[src/sto_pkg.sv]
// Package for the dual-channel torque-off monitor: timing and states
`default_nettype none
package sto_pkg;
    localparam int unsigned CLK_HZ        = 10_000_000;
    // Low-going immunity and reaction times, in microseconds
    localparam int unsigned IMMUNE_US     = 2_000;
    localparam int unsigned REACT_US      = 6_000;
    // Disagreement detection time, in milliseconds
    localparam int unsigned MISMATCH_MS   = 2_300;
    localparam int unsigned MISMATCH_MIN_MS = 1_600;
    localparam int unsigned MISMATCH_MAX_MS = 3_000;
    localparam int unsigned REACT_CYC     =
        (REACT_US * (CLK_HZ / 1_000_000));
    localparam int unsigned MISMATCH_CYC  =
        (MISMATCH_MS * (CLK_HZ / 1_000));
    localparam logic [1:0] RST_SYNC       = 2'h0;

    typedef enum logic [1:0] {
        STO_SAFE     = 2'h0,
        STO_MISMATCH = 2'h1,
        STO_RUN      = 2'h3,
        STO_FAULT    = 2'h2
    } sto_state_e;
endpackage
`default_nettype wire

[src/sto_monitor.sv]
// Dual-channel torque-off monitor top: filters, timer, fault latch
// Functional notes
// - Both inputs low: safe state, block start and power, status on.
// - Both inputs high: run permitted under software, status off.
// - Inputs differ: block start, status off, even without fault.
// - Disagreement under 1.6 s never faults; nominal detection 2.3 s.
// - Disagreement over 3.0 s always becomes a fault.
// - Only opposite channel levels count toward fault detection.
// - Timeout moves into latched fault with no further input change.
// - Latched fault blocks start and holds status off always.
// - Only a full power cycle leaves the fault; no input clears it.
// - Low pulses under 2 ms on either input are ignored.
// - React to a low input only after about 6 ms low.
// - Trip history logged only when running or starting, never idle.
`default_nettype none
module sto_monitor #(
    parameter int unsigned REACT_CYC    = sto_pkg::REACT_CYC,
    parameter int unsigned MISMATCH_CYC = sto_pkg::MISMATCH_CYC
) (
    // Clock and power-on reset
    input  wire logic sys_clk_i,
    input  wire logic rst_i,
    // Safety channels from the external controller
    input  wire logic safety_input_a_i,
    input  wire logic safety_input_b_i,
    // Drive activity
    input  wire logic drive_running_i,
    input  wire logic start_req_i,
    // Permission and indication
    output logic      run_permit_o,
    output logic      status_output_pos_o,
    output logic      status_output_neg_o,
    output logic      fault_o,
    output logic      trip_o,
    output logic      trip_log_o
);
    import sto_pkg::*;

    localparam int unsigned TW = $clog2(MISMATCH_CYC + 1);

    logic          lvl_a;
    logic          lvl_b;
    sto_state_e    state_q;
    sto_state_e    state_d;
    logic [TW-1:0] mis_cnt_q;
    logic [TW-1:0] mis_cnt_d;
    logic          trip_q;
    logic          trip_d;
    logic          permit_q;
    logic          status_q;
    logic          log_q;

    sto_chan_filter #(.REACT_CYC(REACT_CYC)) u_filt_a (
        .sys_clk_i (sys_clk_i),
        .rst_i     (rst_i),
        .raw_i     (safety_input_a_i),
        .level_o   (lvl_a)
    );

    sto_chan_filter #(.REACT_CYC(REACT_CYC)) u_filt_b (
        .sys_clk_i (sys_clk_i),
        .rst_i     (rst_i),
        .raw_i     (safety_input_b_i),
        .level_o   (lvl_b)
    );

    wire both_low  = !lvl_a && !lvl_b;
    wire both_high = lvl_a && lvl_b;
    wire mismatch  = lvl_a ^ lvl_b;
    wire timeout   = (mis_cnt_q >= TW'(MISMATCH_CYC - 1));
    wire active    = drive_running_i || start_req_i;

    // Timer clears on agreement and once fault is latched; it holds at timeout
    assign mis_cnt_d = (!mismatch || state_q == STO_FAULT) ? '0
                     : (timeout ? mis_cnt_q : mis_cnt_q + 1'b1);

    always_comb begin
        state_d = state_q;
        unique case (state_q)
            STO_FAULT: state_d = STO_FAULT;
            default: begin
                if (mismatch && timeout) begin
                    state_d = STO_FAULT;
                end else if (mismatch) begin
                    state_d = STO_MISMATCH;
                end else if (both_high) begin
                    state_d = STO_RUN;
                end else begin
                    state_d = STO_SAFE;
                end
            end
        endcase
    end

    // Any non-run state trips an active drive
    assign trip_d = (state_d != STO_RUN) && active;

    always_ff @(posedge sys_clk_i) begin
        if (rst_i) begin
            state_q   <= STO_SAFE;
            mis_cnt_q <= '0;
            trip_q    <= 1'b0;
            permit_q  <= 1'b0;
            status_q  <= 1'b0;
            log_q     <= 1'b0;
        end else begin
            state_q   <= state_d;
            mis_cnt_q <= mis_cnt_d;
            trip_q    <= trip_d;
            permit_q  <= (state_d == STO_RUN);
            status_q  <= (state_d == STO_SAFE);
            // History entry only on the rising edge of an active trip
            log_q     <= trip_d && !trip_q;
        end
    end

    // Status output modelled as an isolated switch pair
    assign status_output_pos_o = status_q;
    assign status_output_neg_o = !status_q;
    assign run_permit_o        = permit_q;
    assign fault_o             = (state_q == STO_FAULT);
    assign trip_o              = trip_q;
    assign trip_log_o          = log_q;

    // Helper: cycles of continuous disagreement
    logic [TW:0] hold_q;
    always_ff @(posedge sys_clk_i) begin
        if (rst_i) begin
            hold_q <= '0;
        end else if (mismatch && hold_q <= TW'(MISMATCH_CYC)) begin
            hold_q <= hold_q + 1'b1;
        end else if (!mismatch) begin
            hold_q <= '0;
        end
    end

    property p_safe_status;
        @(posedge sys_clk_i) disable iff (rst_i)
        (both_low && state_q != STO_FAULT) |=> status_q && !permit_q;
    endproperty
    a_safe_status: assert property (p_safe_status)
        else $error("both low did not give safe status");

    property p_run_permit;
        @(posedge sys_clk_i) disable iff (rst_i)
        (both_high && state_q != STO_FAULT) |=> permit_q && !status_q;
    endproperty
    a_run_permit: assert property (p_run_permit)
        else $error("both high did not permit run");

    property p_mismatch_block;
        @(posedge sys_clk_i) disable iff (rst_i)
        mismatch |=> !permit_q && !status_q;
    endproperty
    a_mismatch_block: assert property (p_mismatch_block)
        else $error("disagreement did not block start");

    property p_no_early_fault;
        @(posedge sys_clk_i) disable iff (rst_i)
        $rose(fault_o) |-> hold_q >= (TW+1)'(MISMATCH_CYC);
    endproperty
    a_no_early_fault: assert property (p_no_early_fault)
        else $error("fault before detection time");

    property p_fault_in_time;
        @(posedge sys_clk_i) disable iff (rst_i)
        (mismatch && timeout) |=> fault_o;
    endproperty
    a_fault_in_time: assert property (p_fault_in_time)
        else $error("timeout did not latch fault");

    property p_fault_sticky;
        @(posedge sys_clk_i) disable iff (rst_i)
        fault_o |=> fault_o && !permit_q && !status_q;
    endproperty
    a_fault_sticky: assert property (p_fault_sticky)
        else $error("fault latch released");

    property p_trip_active;
        @(posedge sys_clk_i) disable iff (rst_i)
        (active && (!both_high || fault_o)) |=> trip_q;
    endproperty
    a_trip_active: assert property (p_trip_active)
        else $error("trip missing while active");

    property p_log_needs_active;
        @(posedge sys_clk_i) disable iff (rst_i)
        log_q |-> $past(active);
    endproperty
    a_log_needs_active: assert property (p_log_needs_active)
        else $error("trip logged while idle");

    c_fault: cover property (@(posedge sys_clk_i) $rose(fault_o));
    c_run: cover property (@(posedge sys_clk_i) $rose(permit_q));
    c_log: cover property (@(posedge sys_clk_i) log_q);
endmodule
`default_nettype wire

[src/sto_chan_filter.sv]
// Per-channel synchroniser and low-going pulse filter
`default_nettype none
module sto_chan_filter #(
    parameter int unsigned REACT_CYC = 60000
) (
    // Clock and reset
    input  wire logic sys_clk_i,
    input  wire logic rst_i,
    // Raw safety input and filtered level
    input  wire logic raw_i,
    output logic      level_o
);
    import sto_pkg::*;

    localparam int unsigned CW = $clog2(REACT_CYC + 1);

    logic [1:0]    sync_q;
    logic [CW-1:0] low_cnt_q;
    logic [CW-1:0] low_cnt_d;
    logic          level_q;
    logic          level_d;
    wire           in_s = sync_q[1];
    wire           expired = (low_cnt_q >= CW'(REACT_CYC - 1));

    // Low held long enough drops the level; any high restores it
    assign low_cnt_d = in_s ? '0 : (expired ? low_cnt_q : low_cnt_q + 1'b1);
    assign level_d   = in_s ? 1'b1 : (expired ? 1'b0 : level_q);

    always_ff @(posedge sys_clk_i) begin
        if (rst_i) begin
            // Resets low: power-up never grants a false run permit
            sync_q    <= RST_SYNC;
            low_cnt_q <= '0;
            level_q   <= 1'b0;
        end else begin
            sync_q    <= {sync_q[0], raw_i};
            low_cnt_q <= low_cnt_d;
            level_q   <= level_d;
        end
    end

    assign level_o = level_q;

    // Level may only fall after the full reaction time of low input
    property p_no_early_drop;
        @(posedge sys_clk_i) disable iff (rst_i)
        $fell(level_q) |-> $past(low_cnt_q) >= CW'(REACT_CYC - 1);
    endproperty
    a_no_early_drop: assert property (p_no_early_drop)
        else $error("level fell before reaction time");

    property p_high_restores;
        @(posedge sys_clk_i) disable iff (rst_i)
        in_s |=> level_q;
    endproperty
    a_high_restores: assert property (p_high_restores)
        else $error("high input did not restore level");
endmodule
`default_nettype wire

[config.mk]
export PLATFORM = sky130hd
export DESIGN_NAME = sto_monitor
export DESIGN_NICKNAME = d
export VERILOG_FILES = /design/src/sto_pkg.sv /design/src/sto_monitor.sv /design/src/sto_chan_filter.sv
export SDC_FILE = /design/constraint.sdc
export NUM_CORES = 1
export LEC_CHECK = 0
export BUFFER_PORTS_ARGS = -buffer_cell sky130_fd_sc_hd__buf_2
export CAP_MARGIN = 5
export CORE_MARGIN = 5
export CORE_UTILIZATION = 43
export DETAILED_ROUTE_END_ITERATION = 7
export PLACE_DENSITY = 0.64
export REMOVE_ABC_BUFFERS = 1
export SYNTH_ARGS = -nofsm -noshare
export SYNTH_HDL_FRONTEND = slang
export SYNTH_SLANG_ARGS = --single-unit
[constraint.sdc]
create_clock -name sys_clk_i -period 2.5 [get_ports sys_clk_i]
set_input_delay 0.25 -clock sys_clk_i [delete_from_list [all_inputs] [get_ports sys_clk_i]]
set_output_delay 0.25 -clock sys_clk_i [all_outputs]
set_load 0.1 [all_outputs]
======== After elaboration in Yosys (flattened, before gate mapping) ========
Index checks and enable logic that the tools add are counted.
word-level totals
  flip-flop bits (word level) ............. 69
  logic and storage cells ................. 45
  bits of input ports ..................... 6
  output and inout bits ................... 6
operators by class
  equal/unequal tests ..................... 3
  reduce and logical (&&, ||, !) cells .... 15
  bitwise gates (word level) .............. 1
  mux-type cells .......................... 8
  order comparisons ....................... 3
  add/subtract/negate cells ............... 3
operators with widths
  kind                                            count
  adder 16 x 1 -> 16 bit (second input constant)  2
  >= comparator 16 bit (second input constant)    2
  adder 25 x 1 -> 25 bit (second input constant)  1
  >= comparator 25 bit (second input constant)    1
  two-way mux 2 bit                               4
  OR reduction 2 bit                              3
  equality test 2 bit (second input constant)     2
  logical AND 1 bit                               4
  two-way mux 1 bit                               4
  nonzero test 2 bit                              2
  logical NOT 1 bit                               3
  logical NOT 2 bit                               1
  logical OR 1 bit                                2
  != test 2 bit (second input constant)           1
  bitwise XOR 1 bit                               1

======== Depth between registers and ports, before layout ========
  depth in word-level cells ............... 8
  gate-level depth with buffers ........... 8
  gate-level depth less buffers ........... 6

======== Hierarchy ========
A second synthesis with hierarchy kept.
second synthesis, totals
  cell total of the unflattened synthesis .. 423
  area, all modules ....................... 3,636.0 um^2
modules (own cells, without submodules)
  module           area an instance (um^2)  times used  sequential area each (um^2)  cells each
  sto_chan_filter  1,041.0                  2           380.4                        119
  sto_monitor      1,554.0                  1           620.6                        185

======== Worst setup path before layout ========
Ideal clock, no wire load.
  kind .................................... register to output
  start ................................... register status_q (netlist: status_output_pos_o)
  end ..................................... output port status_output_neg_o
  stages on the path, launching flop included .. 2
  buffers on the path ..................... 0
  arrival ................................. 1,610 ps
  setup slack ............................. 640 ps
  data required time ...................... 2,250 ps
  path through ............................ dfxtp_1 -> inv_1
on the way
  longest elaborated chain between the ends .. 1
ends and longest elaborated chain
  what                    line                RTL
  from (decl)             sto_monitor.sv:50   logic status_q;
  from (signal assigned)  sto_monitor.sv:111  status_q <= (state_d == STO_SAFE);
  logical NOT 1 bit       sto_monitor.sv:119  assign status_output_neg_o = !status_q;
  to (decl)               sto_monitor.sv:32   output logic status_output_neg_o,
No other way between the ends.

======== Final worst setup path ========
  start ................................... register mis_cnt_q[0]
  end ..................................... register mis_cnt_q[4]
on the way
  longest elaborated chain between the ends .. 1
  elaborated cells on any way between the ends .. 2
  classes of those cells .................. add/sub: 1; order compare: 1
ends and longest elaborated chain
  what                                                            line                                  RTL
  from (decl)                                                     sto_monitor.sv:45                     logic [TW-1:0] mis_cnt_q;
  from (signal assigned)                                          sto_monitor.sv:108                    mis_cnt_q <= mis_cnt_d;
  adder 25 x 1 -> 25 bit or >= comparator 25 bit (tied branches)  sto_monitor.sv:75, sto_monitor.sv:70
Several ways; a longest one is shown, not always the timed one.
A chain may end at the register's enable or synchronous reset.

==> impl_metrics.csv <==
group,metric,value,unit
synthesis,synth_ff_type,"dfxtp_1",
critical_path,cp_slowest_cell,"or4_1",
cells_and_area,fin_cells,508,
sta,rsz0062_at_grt,"false",
floorplanning,initial_core_util,43.86,%
route,ant_nets,0,
global_route,grt_pass1_vias,2583,
cells_and_area,drive_above_1_share,13.30,%
synthesis,synth-async-reset-ratio,0,%
placed_design,io_buffers,11,
cells_and_area,fin_util,48.03,%
clock_network,cts_hold_buf,0,
power_and_ir_drop,p_per_area,574.3,nW/um^2
clock_network,path_clk_slew,0.07,ns
flow_run,max-cap-violations,0,
clock_network,cts-buffers-inserted,9,
clock_network,cts_htree_levels,3,
cells_and_area,fill_cells,782,
route,route.detailed.drc,0,
outcome,status,"finished, final reports clean",
critical_path,cpMostUsedCell,"a21oi_1",
synthesis,synth_cell_types,57,
synthesis,yosysSeqAreaShare,40.96,%
synthesis,synthTopCellsByArea,"dfxtp_1 (41%), a21oi_1 (5.6%), nor2_1 (4.7%), nand2_1 (3.6%), xnor2_1 (3.4%)",
clock_network,ctsResizeCount,0,
critical_path,crit_fanout,23,
critical_path,path_cells,"ha_1 -> inv_1 -> a21oi_1 -> o2111a_1 -> or4_1 -> a21oi_1",
critical_path,crit_type,"register to register",
placed_design,placedCellCount,492,
synthesis,synth-seq-cells,69,
global_route,grt_pass1_wl,11610,um
global_route,overflow,0,
clock_network,cts_root_buf,"clkbuf_8",
critical_path,cp_top_family,"compound AO/OA/AOI/OAI gates",
clock_network,cts_tree,"yes",
critical_path,max_stage_delay,0.56,ns
global_route,grt_max_degree,26,
synthesis,synth_top_area_share,40.96,%
route,post_drt_via_cell_ratio,5.531,
cells_and_area,area_growth,9.499,%
critical_path,arrival,2.34,ns
sta,finalSetupViolCount,0,
clock_network,clock-sinks,69,
route,drt_iter0_drc,96,
sta,hold_viol,0,
sta,worst_slew_pin_slew,0.7057,ns
sta,drv_slew,0,
cells_and_area,antenna_cells,0,
sta,setup_tns,0,ns
synthesis,syn_area_per_cell,8.624,um^2
synthesis,synthCells,391,
sta,skew,0.008774,ns
power_and_ir_drop,peakVddDrop,0.2547,mV
placed_design,dpl.hpwl,4616,um
floorplanning,coreArea,7687,um^2
floorplanning,fp.dieH,98.56,um
floorplanning,dieArea,9713,um^2
sta,fin_crit,2.085,ns
route,dr.pass1.iters,4,
sta,fin_crit_sh,83.41,%
worst_hold_path,hold_class,"input port to register",
cells_and_area,fin_nets,411,
global_route,grt_use_total,14.15,%
critical_path,end_kind,"register",
clock_network,clk_latency,0.34,ns
floorplanning,ioPinCount,12,
critical_path,worstPathBufferInverterCount,1,
synthesis,yosysWarnings,0,
clock_network,cts_setup_buffers,0,
route,wl,6539,um
synthesis,synth_area_leader_cell,"dfxtp_1",
sta,slew_headroom,52.95,%
clock_network,ctsLongestPathBuffers,2,
synthesis,synth_edf_count,0,
floorplanning,fp.dieW,98.56,um
sta,fmax,479.5,MHz
critical_path,cp.required,2.76,ns
power_and_ir_drop,p_leak,1.216,nW
critical_path,start_kind,"register",
route,route.vias.total,2810,
global_route,antenna_found_initial,0,
route,routedWlPerCell,12.87,um
floorplanning,num_rows,32,
synthesis,syn_area,3372,um^2
placed_design,gp_congestion,0.7647,
-- where the power goes --
group	leakage [nW]	internal, mW	switching [mW]
clock network	0.0917	0.414	0.417
registers	0.559	1.12	0.0148
logic	0.565	0.0352	0.119
total	1.22	1.57	0.551
-- registers in the layout (all words and copies together), names as in the netlist --
signal,cells
u_filt_b.low_cnt_q,16
u_filt_b.level_o,1
mis_cnt_q,25
u_filt_b.sync_q,2
trip_log_o,1
state_q,2
trip_o,1
u_filt_a.sync_q,2
status_output_pos_o,1
run_permit_o,1
u_filt_a.low_cnt_q,16
u_filt_a.level_o,1
-- final cells by class --
cell class                      instances  area (um^2)  area share (%)
Tap cell                              102        127.6           3.456
Multi-Input combinational cell        295         1872           50.69
Timing Repair Buffer                   15        85.08           2.304
Inverter                               11        41.29           1.118
Clock inverter                          5        33.78          0.9149
Sequential cell                        69         1381           37.41
Clock buffer                           11        151.4           4.100
-- layout by cell type (no fill, tap or decap), types with 4 or more instances in the layout --
cell type / n
nand2_1: 32
buf_2: 11
mux2i_1: 4
dfxtp_1: 69
o2111ai_1: 5
o211ai_1: 4
nor2b_1: 6
nand2b_1: 6
and3_1: 4
nor2_1: 42
inv_1: 11
or4_1: 8
clkbuf_8: 11
or3_1: 13
buf_4: 4
nand4_1: 9
o21ai_0: 19
a21oi_1: 38
a211oi_1: 5
xnor2_1: 13
nand3_1: 18
ha_1: 4
o31ai_1: 9
xor2_1: 8
-- final timing paths --
path | slack [ns] | from | end | depth (start not counted)
setup reg to reg | 0.41 | mis_cnt_q[0]$_SDFFE_PP0N_ | mis_cnt_q[4]$_SDFFE_PP0N_ | 6
setup / recovery | 0.41 | mis_cnt_q[0]$_SDFFE_PP0N_ | mis_cnt_q[4]$_SDFFE_PP0N_ | 6
hold / removal | 0.12 | safety_input_b_i | u_filt_b.sync_q[0]$_SDFF_PP0_ | 2
hold reg to reg | 0.41 | trip_o$_SDFF_PP0_ | trip_log_o$_SDFF_PP0_ | 1
-- Yosys cell counts (5+ instances only) --
master	n
clkbuf_1	8
inv_1	11
or4_1	8
xnor2_1	13
xor2_1	8
nor2b_1	6
dfxtp_1	69
a21oi_1	38
o31ai_1	9
o2111ai_1	5
o21ai_0	19
a211oi_1	5
or3_1	13
nand4_1	9
nand2b_1	6
nor2_1	42
nand2_1	32
nand3_1	18
-- per-layer routing --
| metal | vias up | part of all wire, % | GRT usage, % |
|---|---|---|---|
| met3 | 9 | 3.4 | 2.619 |
| met5 | - | 0 | 0 |
| li1 | 1452 | - | - |
| met4 | 0 | 1.5 | 6.723 |
| met1 | 1315 | 51 | 19.30 |
| met2 | 34 | 44 | 21.58 |
-- kinds of logic (layout without fill, tap and decap cells) --
group | after synthesis | count (layout) | share of synthesized area (%)
adders and majority gates | 4 | 4 | 1.484
xor gates and xnor gates | 21 | 21 | 5.455
buffers and inverters | 27 | 42 | 3.525
DFF | 69 | 69 | 40.96
AOI/OAI and AO/OA | 104 | 104 | 21.34
and+or+nand+nor | 162 | 162 | 26.05
muxes | 4 | 4 | 1.187
-- stage by stage --
stage	hold slack [ns]	power (mW)	area [um^2]	setup WS [ns]
floorplan	0.3191	1.279	3294	0.5926
global placement	0.3978	1.311	3507	0.5053
detailed placement	0.4139	1.316	3507	0.4459
CTS	0.1035	2.154	3692	0.4225
global route	0.1390	2.216	3692	0.2444
finish	0.1190	2.120	3692	0.4147
No activity file was read; power rests on OpenSTA's default activity.
